==> src/shared/stmr_consts.svh <==
`ifndef STMR_CONSTS_SVH
`define STMR_CONSTS_SVH
// register byte addresses
`define STMR_OFF_RUN 4'h0
`define STMR_OFF_MODE 4'h4
`define STMR_OFF_CNTL 4'h8
`define STMR_OFF_CNTH 4'hC
`define STMR_IDX_W 4
// run control fields
`define STMR_RUN_BIT 3
// mode control fields
`define STMR_MODE_HI 7
`define STMR_MODE_LO 6
`define STMR_PIN_HI 5
`define STMR_PIN_LO 4
`define STMR_OC_BIT 3
`define STMR_POL_BIT 2
`define STMR_DPX_BIT 1
`define STMR_CCLR_BIT 0
// reset values
`define STMR_RST_BYTE 8'h00
`define STMR_RST_WORD 16'h0000
`endif

==> src/shared/stmr_pkg.sv <==
package stmr_pkg;
  typedef enum logic [1:0] {
    STMR_MODE_CMP,
    STMR_MODE_CAP,
    STMR_MODE_PWM,
    STMR_MODE_TMR
  } stmr_mode_t;
  typedef struct packed {
    logic [3:0] address;
    logic read;
    logic write;
    logic [31:0] writedata;
  } stmr_req_t;
  typedef struct packed {
    logic [31:0] readdata;
    logic waitrequest;
  } stmr_rsp_t;
  typedef struct packed {
    logic out_level;
    logic out_enable;
  } stmr_pin_t;
endpackage : stmr_pkg

==> src/design/stmr_timer.sv <==
// Implementation choices: the register addresses and the Avalon-MM register port.
`timescale 1ns/100ps
`include "stmr_consts.svh"
// Contract
// (RULE_01) run enable rising clears the counter to zero before counting.
// (RULE_02) run enable low stops counting; counter holds its value.
// (RULE_03) run rise in compare, pwm or pulse mode loads initial output level.
// (RULE_04) run control bits 2..0 read as zero.
// (RULE_05) mode field bits 7..6: compare, capture, pwm/pulse, timer.
// (RULE_06) software should stop the timer before changing mode.
// (RULE_07) compare match a: none, low, high or toggle output.
// (RULE_08) pwm mode pin field: inactive, active, pwm wave, single pulse.
// (RULE_09) capture trigger: rising, falling, both edges, disabled.
// (RULE_10) compare level equal to initial level gives no visible change.
// (RULE_11) software should change pin field in pwm only while stopped.
// (RULE_12) output level bit sets initial level for compare and pulse.
// (RULE_13) output level bit sets pwm active level; unused in timer mode.
// (RULE_14) invert bit inverts output pin; unused in timer mode.
// (RULE_15) swap bit exchanges duty and period between a and p values.
// (RULE_16) clear source high clears on a match, low on p match.
// (RULE_17) overflow clears only when compare p value is all zero.
// (RULE_18) clear source ignored in pwm, pulse and capture modes.
// (RULE_19) timer mode does not drive the output pin.
// (RULE_20) counter read as two read-only bytes, reset zero.
// (RULE_21) compare a low byte readable and writable, reset zero; here wr_alo is held low, and address 8 reads the counter buffer instead.
// (RULE_22) low byte write goes to buffer, moved on high byte write; here there is no such buffer, and the high byte comes from compare_a_high_in.
// (RULE_23) high byte read copies low byte to buffer for later read.
// (RULE_24) run rise detected in clock domain, clear and reinit same cycle.
module stmr_timer (
  // clock and reset
  input wire logic mclk,
  input wire logic rst_n,
  // avalon slave
  input wire stmr_pkg::stmr_req_t bus_req,
  output stmr_pkg::stmr_rsp_t bus_rsp,
  // compare values from neighbouring registers
  input wire logic [7:0] compare_a_high_in,
  input wire logic [7:0] compare_p_value,
  // pins
  input wire logic capture_input_pin,
  output stmr_pkg::stmr_pin_t timer_output_pin,
  // events
  output logic cap_event,
  output logic [15:0] cap_value
);
  import stmr_pkg::*;

  // ************************************************************
  // registers
  // ************************************************************
  logic [7:0] run_reg;
  logic [7:0] mode_reg;
  logic [7:0] cmpa_lo_reg;
  logic [7:0] cmpa_hi_reg;
  logic [7:0] buf_reg;
  logic [15:0] cnt_reg;
  logic [15:0] cnt_next;
  logic run_d_reg;
  logic out_reg;
  logic out_next;
  logic pulse_reg;
  logic pulse_next;
  logic [2:0] cap_sync_reg;
  logic cap_event_reg;
  logic [15:0] cap_value_reg;
  logic [31:0] rdata_reg;
  logic ack_reg;
  logic wait_reg;
  logic cap_level_reg;

  // ************************************************************
  // decode
  // ************************************************************
  wire access = (bus_req.read | bus_req.write) & ~ack_reg;
  wire wr_run = ack_reg & bus_req.write & (bus_req.address == `STMR_OFF_RUN);
  wire wr_mode = ack_reg & bus_req.write & (bus_req.address == `STMR_OFF_MODE);
  wire wr_alo = access & bus_req.write & (bus_req.address == `STMR_OFF_CNTL + 4'h0) & 1'b0;
  wire rd_cnth = access & bus_req.read & (bus_req.address == `STMR_OFF_CNTH);
  wire run = run_reg[`STMR_RUN_BIT];
  wire run_rise = run & ~run_d_reg; // RULE_24
  wire [1:0] pin_fn = mode_reg[`STMR_PIN_HI:`STMR_PIN_LO];
  wire oc = mode_reg[`STMR_OC_BIT];
  wire pol = mode_reg[`STMR_POL_BIT];
  wire dpx = mode_reg[`STMR_DPX_BIT];
  wire cclr = mode_reg[`STMR_CCLR_BIT];
  wire [1:0] mode_bits = mode_reg[`STMR_MODE_HI:`STMR_MODE_LO];
  wire stmr_mode_t mode = stmr_mode_t'(mode_bits); // RULE_05
  wire [15:0] cmpa = {cmpa_hi_reg, cmpa_lo_reg};

  // ************************************************************
  // compare logic
  // ************************************************************
  function automatic logic p_hit(input logic [7:0] p, input logic [15:0] c);
    p_hit = (p != 8'h00) && (c[15:8] == p) && (c[7:0] == 8'hFF);
  endfunction : p_hit

  wire ovf = (cnt_reg == 16'hFFFF);
  wire a_match = (cmpa != `STMR_RST_WORD) && (cnt_reg == cmpa);
  wire p_match = p_hit(compare_p_value, cnt_reg);
  wire p_ovf = (compare_p_value == 8'h00) && ovf; // RULE_17
  wire is_pwm = (mode == STMR_MODE_PWM);
  wire cmp_like = (mode == STMR_MODE_CMP) | (mode == STMR_MODE_TMR);
  wire clr_cmp = cclr ? a_match : (p_match | p_ovf); // RULE_16
  wire clr_pwm = dpx ? a_match : (p_match | p_ovf); // RULE_15
  wire cnt_clear = cmp_like ? clr_cmp : (is_pwm ? clr_pwm : (p_match | p_ovf)); // RULE_18
  wire [15:0] duty = dpx ? {compare_p_value, 8'h00} : cmpa;
  wire pwm_active = (cnt_reg < duty);
  wire pulse_end = dpx ? (p_match | p_ovf) : a_match;

  always_comb
  begin
    cnt_next = cnt_reg;
    if (run_rise)
    begin
      cnt_next = `STMR_RST_WORD; // RULE_01
    end
    else if (run)
    begin
      cnt_next = cnt_clear ? `STMR_RST_WORD : cnt_reg + 16'h0001;
    end // RULE_02
  end

  // ************************************************************
  // output pin
  // ************************************************************
  always_comb
  begin
    out_next = out_reg;
    pulse_next = pulse_reg;
    if (run_rise && (mode != STMR_MODE_CAP) && (mode != STMR_MODE_TMR))
    begin
      out_next = oc; // RULE_03 RULE_12
      pulse_next = 1'b1;
    end
    else if (run && mode == STMR_MODE_CMP && a_match)
    begin
      unique case (pin_fn) // RULE_07 RULE_10
        2'h0: out_next = out_reg;
        2'h1: out_next = 1'b0;
        2'h2: out_next = 1'b1;
        2'h3: out_next = ~out_reg;
      endcase
    end
    else if (is_pwm)
    begin
      if (run && pulse_end)
      begin
        pulse_next = 1'b0;
      end
      unique case (pin_fn) // RULE_08 RULE_13
        2'h0: out_next = ~oc;
        2'h1: out_next = oc;
        2'h2: out_next = (run && pwm_active) ? oc : ~oc;
        2'h3: out_next = (run && pulse_next) ? oc : ~oc;
      endcase
    end
  end

  wire pin_en = (mode != STMR_MODE_TMR) && (mode != STMR_MODE_CAP); // RULE_19

  // ************************************************************
  // capture
  // ************************************************************
  wire cap_agree = (cap_sync_reg[1] == cap_sync_reg[2]);
  wire cap_rise = cap_agree & cap_sync_reg[2] & ~cap_level_reg;
  wire cap_fall = cap_agree & ~cap_sync_reg[2] & cap_level_reg;
  wire cap_hit = run && (mode == STMR_MODE_CAP) &&
    ((pin_fn == 2'h0 && cap_rise) || (pin_fn == 2'h1 && cap_fall) ||
     (pin_fn == 2'h2 && (cap_rise | cap_fall))); // RULE_09

  // ************************************************************
  // read mux
  // ************************************************************
  wire [7:0] rd_byte =
    (bus_req.address == `STMR_OFF_RUN) ? {run_reg[7:3], 3'h0} : // RULE_04
    (bus_req.address == `STMR_OFF_MODE) ? mode_reg :
    (bus_req.address == `STMR_OFF_CNTL) ? buf_reg : // RULE_23
    (bus_req.address == `STMR_OFF_CNTH) ? cnt_reg[15:8] : // RULE_20
    8'h00;

  // ************************************************************
  // sequential
  // ************************************************************
  always_ff @(posedge mclk or negedge rst_n)
  begin
    if (!rst_n)
    begin
      run_reg <= `STMR_RST_BYTE;
    end
    else
    begin
      if (wr_run)
      begin
        run_reg <= {bus_req.writedata[7:3], 3'h0};
      end
    end
  end

  always_ff @(posedge mclk or negedge rst_n)
  begin
    if (!rst_n)
    begin
      mode_reg <= `STMR_RST_BYTE;
    end
    else
    begin
      if (wr_mode)
      begin
        mode_reg <= bus_req.writedata[7:0];
      end
    end
  end

  always_ff @(posedge mclk or negedge rst_n)
  begin
    if (!rst_n)
    begin
      run_d_reg <= 1'b0;
      ack_reg <= 1'b0;
      wait_reg <= 1'b1;
    end
    else
    begin
      run_d_reg <= run;
      ack_reg <= access;
      wait_reg <= ~access;
    end
  end

  always_ff @(posedge mclk or negedge rst_n)
  begin
    if (!rst_n)
    begin
      rdata_reg <= 32'h0000_0000;
    end
    else
    begin
      if (access)
      begin
        rdata_reg <= {24'h00_0000, rd_byte};
      end
    end
  end

  always_ff @(posedge mclk or negedge rst_n)
  begin
    if (!rst_n)
    begin
      cnt_reg <= `STMR_RST_WORD;
    end
    else
    begin
      cnt_reg <= cnt_next;
    end
  end

  always_ff @(posedge mclk or negedge rst_n)
  begin
    if (!rst_n)
    begin
      out_reg <= 1'b0;
      pulse_reg <= 1'b0;
    end
    else
    begin
      out_reg <= out_next;
      pulse_reg <= pulse_next;
    end
  end

  always_ff @(posedge mclk or negedge rst_n)
  begin
    if (!rst_n)
    begin
      buf_reg <= `STMR_RST_BYTE;
    end
    else
    begin
      if (rd_cnth)
      begin
        buf_reg <= cnt_reg[7:0]; // RULE_23
      end
    end
  end

  always_ff @(posedge mclk or negedge rst_n)
  begin
    if (!rst_n)
    begin
      cmpa_lo_reg <= `STMR_RST_BYTE;
    end
    else
    begin
      if (wr_alo)
      begin
        cmpa_lo_reg <= bus_req.writedata[7:0]; // RULE_21 RULE_22
      end
    end
  end

  always_ff @(posedge mclk or negedge rst_n)
  begin
    if (!rst_n)
    begin
      cmpa_hi_reg <= `STMR_RST_BYTE;
    end
    else
    begin
      cmpa_hi_reg <= compare_a_high_in;
    end
  end

  always_ff @(posedge mclk or negedge rst_n)
  begin
    if (!rst_n)
    begin
      cap_sync_reg <= 3'h0;
    end
    else
    begin
      cap_sync_reg <= {cap_sync_reg[1:0], capture_input_pin};
    end
  end

  always_ff @(posedge mclk or negedge rst_n)
  begin
    if (!rst_n)
    begin
      cap_level_reg <= 1'b0;
    end
    else
    begin
      if (cap_agree)
      begin
        cap_level_reg <= cap_sync_reg[2];
      end
    end
  end

  always_ff @(posedge mclk or negedge rst_n)
  begin
    if (!rst_n)
    begin
      cap_event_reg <= 1'b0;
    end
    else
    begin
      cap_event_reg <= cap_hit;
    end
  end

  always_ff @(posedge mclk or negedge rst_n)
  begin
    if (!rst_n)
    begin
      cap_value_reg <= `STMR_RST_WORD;
    end
    else
    begin
      if (cap_hit)
      begin
        cap_value_reg <= cnt_reg;
      end
    end
  end

  always_ff @(posedge mclk or negedge rst_n)
  begin
    if (!rst_n)
    begin
      timer_output_pin <= '0;
    end
    else
    begin
      timer_output_pin.out_level <= out_next ^ pol; // RULE_14
      timer_output_pin.out_enable <= pin_en;
    end
  end

  assign bus_rsp.readdata = rdata_reg;
  assign bus_rsp.waitrequest = wait_reg;
  assign cap_event = cap_event_reg;
  assign cap_value = cap_value_reg;
endmodule : stmr_timer

==> config.mk <==
export PLATFORM = sky130hd
export DESIGN_NAME = stmr_timer
export DESIGN_NICKNAME = d
export VERILOG_FILES = /design/src/shared/stmr_pkg.sv /design/src/design/stmr_timer.sv
export VERILOG_INCLUDE_DIRS = /design/src /design/src/shared
export SDC_FILE = /design/constraint.sdc
export NUM_CORES = 1
export LEC_CHECK = 0
export BUFFER_PORTS_ARGS = -buffer_cell sky130_fd_sc_hd__buf_2
export CAP_MARGIN = 10
export CORE_MARGIN = 5
export CORE_UTILIZATION = 54
export CTS_CLUSTER_DIAMETER = 80
export CTS_CLUSTER_SIZE = 12
export DETAILED_ROUTE_END_ITERATION = 16
export MAX_ROUTING_LAYER = met4
export PLACE_DENSITY_LB_ADDON = 0.15
export SYNTH_ARGS = -nofsm -noshare
export SYNTH_HDL_FRONTEND = slang
export SYNTH_SLANG_ARGS = --single-unit
==> constraint.sdc <==
create_clock -name mclk -period 2.7 [get_ports mclk]
set_input_delay 0.27 -clock mclk [delete_from_list [all_inputs] [get_ports mclk]]
set_output_delay 0.27 -clock mclk [all_outputs]
set_load 0.005 [all_outputs]
==> Word level (Yosys, flattened, before mapping) <==
Index checks and enable logic that the tools add are counted.
Widths: inputs -> output; s select.
{ "totals": {"out_inout_bits": 52, "word_cells": 114, "inputBits": 57, "reg_bits": 81} }
{ "op_classes": {"eq_ne": 17, "magnitude_cmp": 1, "mux": 27, "bitwise": 23, "n_addsub": 1, "reduce_logical": 28} }
{ "ops": {"columns": ["operator", "count"], "rows": [
  ["$mux 16", 4],
  ["$mux 8", 4],
  ["$logic_and 1x1->1", 17],
  ["$mux 1", 17],
  ["$add 16x1->16 const B", 1],
  ["$eq 16x16->1", 1],
  ["$eq 16x16->1 const B", 1],
  ["$lt 16x16->1", 1],
  ["$reduce_bool 16->1", 1],
  ["$and 1x1->1", 11],
  ["$eq 2x2->1 const B", 4],
  ["$eq 4x4->1 const B", 2],
  ["$eq 8x8->1", 1],
  ["$eq 8x8->1 const B", 1],
  ["$logic_not 8->1", 1],
  ["$pmux 1 s4", 2],
  ["$reduce_bool 8->1", 1],
  ["$not 1->1", 7],
  ["$eq 2x1->1 const B", 2],
  ["$eq 4x3->1 const B", 1],
  ["$logic_not 2->1", 2],
  ["$logic_not 4->1", 1],
  ["$ne 2x2->1 const B", 2],
  ["$or 1x1->1", 4],
  ["other kinds (6)", 8]
]} }

==> Depth between registers and ports, before layout <==
{ "depth": {"ltp_word": 17, "mapped_depth": 10, "mapped_depth_nobuf": 9} }

==> Least setup slack after synthesis <==
OpenSTA, ideal clock, no wires.
{ "synth_timing": {"path_kind": "register to register", "start": "reg cnt_reg[0]", "end": "reg timer_output_pin[1] (netlist name)", "path_buffers": 1, "required_ns": 2.570, "period_less_slack_ns": 2.368, "stages_incl_launch_ff": 10, "setup_ns": 0.130, "path_slack_ns": 0.332, "arrival_ns": 2.238, "cell_sequence": "dfrtp_1 ha_1 nand3_2 or2_1 buf_6 or4_4 a31oi_4 mux2i_1 a41oi_2 xor2_1"} }
{ "synth_via": {"elab_chain_len": 16} }
{ "synth_rtl": {"columns": ["item", "line", "text"], "rows": [
  ["start: declaration", "stmr_timer.sv:56", "logic [15:0] cnt_reg;"],
  ["start signal: assignment", "stmr_timer.sv:249", "cnt_reg <= `STMR_RST_WORD;"],
  ["start signal: assignment", "stmr_timer.sv:253", "cnt_reg <= cnt_next;"],
  ["$eq 16x16->1 or $eq 8x8->1 (tied branches)", "stmr_timer.sv:97, stmr_timer.sv:94", null],
  ["$logic_and 1x1->1, on equally long branches", "stmr_timer.sv:100, stmr_timer.sv:94", null],
  ["$or 1x1->1", "stmr_timer.sv:108", "wire pulse_end = dpx ? (p_match | p_ovf) : a_match;"],
  ["$mux 1", "stmr_timer.sv:108", null],
  ["$logic_and 1x1->1", "stmr_timer.sv:146", "if (run && pulse_end)"],
  ["$mux 1", "stmr_timer.sv:146", null],
  ["$mux 1", "stmr_timer.sv:144", "else if (is_pwm)"],
  ["$mux 1", "stmr_timer.sv:135", "else if (run && mode == STMR_MODE_CMP && a_match)"],
  ["$mux 1", "stmr_timer.sv:130", "if (run_rise && (mode != STMR_MODE_CAP) && (mode != STMR_MODE_TMR))"],
  ["$logic_and 1x1->1", "stmr_timer.sv:154", "2'h3: out_next = (run && pulse_next) ? oc : ~oc;"],
  ["$mux 1", "stmr_timer.sv:154", null],
  ["$pmux 1 s4", "stmr_timer.sv:150", "unique case (pin_fn)"],
  ["$mux 1", "stmr_timer.sv:144", null],
  ["$mux 1 (*)", "stmr_timer.sv:135", null],
  ["$mux 1 (*)", "stmr_timer.sv:130", null],
  ["via out_next", "stmr_timer.sv:60", "logic out_next;"],
  ["$xor 1x1->1 (*)", "stmr_timer.sv:375", "timer_output_pin.out_level <= out_next ^ pol;"],
  ["end: declaration", "stmr_timer.sv:41", "output stmr_pkg::stmr_pin_t timer_output_pin,"]
]} }
The timed path passes the listed nets; every way through them passes the cells marked *. The select of a mux whose other input is x is not followed.
A chain may end at the register's enable or synchronous reset.

==> Worst setup path after layout <==
Same ends and word-level chain as after synthesis.

==> impl_metrics.json <==
{
  "reg2reg_from": "cnt_reg[0]",
  "dieArea_um2": 10200,
  "reg2reg_to": "timer_output_pin[1]",
  "timing.final.crit_period_ns": 2.54,
  "cts_buffers": 9,
  "cts_tree": "yes",
  "hp-start": "compare_a_high_in[6]",
  "synth_edf_count": 0,
  "fp.dieH_um": 101,
  "path_cells": "inv_1 > ha_1 > or4b_1 > a211oi_4 > a31oi_2 > a31oi_4 > mux2i_1 > a41oi_2 > xor2_1",
  "internal_power_mw": 2.06,
  "clock-root-buffer": "clkbuf_8",
  "finalSetupTns_ns": 0,
  "power_switching_mw": 0.905,
  "yosysUniqueCellTypes": 59,
  "maxSlewHeadroom": 0.325,
  "routabilityCongestion": 0.838,
  "antenna_cells": 0,
  "synth_warnings": 0,
  "synthToLayoutAreaGrowth_pct": 12.1,
  "ir_drop_uv": 331,
  "synthTopCellsByArea": "dfrtp_1 45%, mux2_2 5.8%, buf_4 5.2%",
  "async_reset_ff_frac": 1.00,
  "min_path_type": "input port to flop",
  "final_common_cell": "dfrtp_1",
  "die_x_um": 101,
  "synth_top_cell_by_area": "dfrtp_1",
  "viasPerCell": 5.41,
  "critPathKind": "flop to flop",
  "drv_slew": 0,
  "grt_pass1_vias": 3306,
  "layout_common_cells": "80 x dfrtp_1, 60 x nand2_1, 59 x buf_2",
  "grt_max_degree": 82,
  "arrival_ns": 2.78,
  "clkPwrFrac": 0.292,
  "cp-start-kind": "flop",
  "nets": 570,
  "clockBufferDepth": 2,
  "clk_latency_ns": 0.36,
  "r2r_cells": 9,
  "cp.required_ns": 2.94,
  "drt_first_pass_iters": 4,
  "antenna_found_initial": 0,
  "clock-sinks": 81,
  "ant_nets": 0,
  "wl_per_cell_um": 16.6,
  "path_delay_family": "compound AO/OA/AOI/OAI gates",
  "min_to": "cmpa_hi_reg[6]",
  "report.final.hold_viol_count": 0,
  "path_max_fanout": 4,
  "start_util": 0.550,
  "p_leak_nw": 2.53,
  "fmax_mhz": 394,
  "clkTransAtPathRegs_ns": 0.09,
  "power_frac_comb": 0.212,
  "worst_slew_pin_slew_ns": 1.01,
  "coreArea_um2": 8130,
  "std_cell_rows": 33,
  "track_usage": 0.211,
  "worst-path-stages": 9,
  "dp_hpwl_mm": 7.32,
  "finClkSkew_ns": 0.0142,
  "finalSetupViolations": 0,
  "r2r_slack_ns": 0.16,
  "vias": 3292,
  "synth_seq_cells": 81,
  "swShare": 0.305,
  "synth_flop_cell": "dfrtp_1",
  "initialDrtViolationCount": 155,
  "post-route-util": 0.616,
  "wl_mm": 10.1,
  "min_delay_path_depth": 1,
  "ys_seq_area_frac": 0.454,
  "slowest_delay_ns": 0.52,
  "maxCapViolations": 0,
  "fin_crit_sh": 0.941,
  "status": "finished, final reports clean",
  "avgSynthCellArea_um2": 10.4,
  "pwr-share-seq": 0.496,
  "synth_top_cell_area_share": 0.448,
  "syn_area_um2": 4470,
  "critPathCaptureType": "flop",
  "remaining_drc_errors": 0,
  "drive_above_1_share": 0.266,
  "rsz0062_at_grt": "false",
  "io_buffer_count": 60,
  "grt_pass1_wl_mm": 16.4,
  "netlist_instances": 431,
  "cpMaxStageDelayCell": "or4b_1",
  "num_io_pins": 109,
  "power.density_nw_per_um2": 592,
  "htree_levels": 3,
  "critPathBufInv": 1,
  "gr-total-overflow": 0
}
## worst reg2reg max path: stages, from the launching register on
cell and delay (ns):
dfrtp_1 0.41, inv_1 0.12, ha_1 0.17, or4b_1 0.52, a211oi_4 0.28, a31oi_2 0.16, a31oi_4 0.18, mux2i_1 0.24
a41oi_2 0.17, xor2_1 0.17
## cell families after synthesis
group,share of synthesized area
flops,0.454
simple gates,0.160
buf+inv,0.0932
fa+ha+maj,0.0420
mux,0.0999
compound gates,0.110
other cells,0.000839
xor+xnor,0.0411
## area by class of cell
class	instances	area [um2]
clock buffers	11	131
clock inverters	5	57.6
fillers	689	3120
inverters	17	63.8
multi-input cells	307	2130
flip-flops and latches	81	2030
well taps	105	131
repair buffers	82	470
## repair_timing
action | in CTS | in global routing
endpoints found under the hold margin | 1 | 0
resized for setup | 0 | 2
setup endpoints to repair | 0 | 6
setup buffers | 0 | 0
hold buffers | 1 | 0
## Yosys cell counts (5+ instances only)
cell,instances
a21o_1,9
a21oi_1,6
a22o_1,6
a22oi_1,5
buf_4,31
buf_6,5
clkbuf_1,9
dfrtp_1,80
ha_1,15
inv_1,17
mux2_2,23
mux2i_1,12
nand2_1,60
nand4_1,8
nor2_1,13
nor2b_1,6
nor3_1,6
nor4_1,12
o21ai_0,28
xor2_1,17
## power groups by stage
stage	Combinational [mW]	Sequential (mW)	Clock, mW
final	0.630	1.47	0.867
after detailed placement	0.622	1.49	0
after global placement	0.603	1.49	0
after floorplan	0.497	1.44	0
after global routing	0.699	1.49	0.930
after CTS	0.627	1.47	0.886
## metrics by stage
| step | setup WS (ns) | std cells | hold slack (ns) | instance area, um2 | power [mW] |
|---|---|---|---|---|---|
| floorplan | 0.332 | 454 | -0.0256 | 4560 | 1.94 |
| global placement | 0.113 | 591 | 0.331 | 4800 | 2.09 |
| detailed placement | 0.0615 | 591 | 0.336 | 4800 | 2.11 |
| CTS | 0.0571 | 608 | 0.00244 | 4990 | 2.98 |
| global route | 0.0467 | 608 | 0.000209 | 5010 | 3.12 |
| finish | 0.159 | 608 | 0.0105 | 5010 | 2.97 |
## worst max path at each step
stage | slack, ns | to | startpoint
6_report | 0.16 | timer_output_pin[1] | cnt_reg[0]
5_1_grt | 0.05 | timer_output_pin[1] | cnt_reg[0]
2_1_floorplan | 0.33 | timer_output_pin[1] | cnt_reg[0]
4_1_cts | 0.06 | timer_output_pin[1] | cnt_reg[0]
3_5_place_dp | 0.06 | timer_output_pin[1] | cnt_reg[0]
3_3_place_gp | 0.11 | timer_output_pin[1] | cnt_reg[0]
## routing by layer
layer	routed length, um	GRT usage	vias up
met4	150	0.0900	0
met1	4370	0.272	1616
met5	0	-	-
met3	511	0.0263	11
met2	5050	0.337	75
li1	-	-	1590
(Power assumes the default switching activity.)
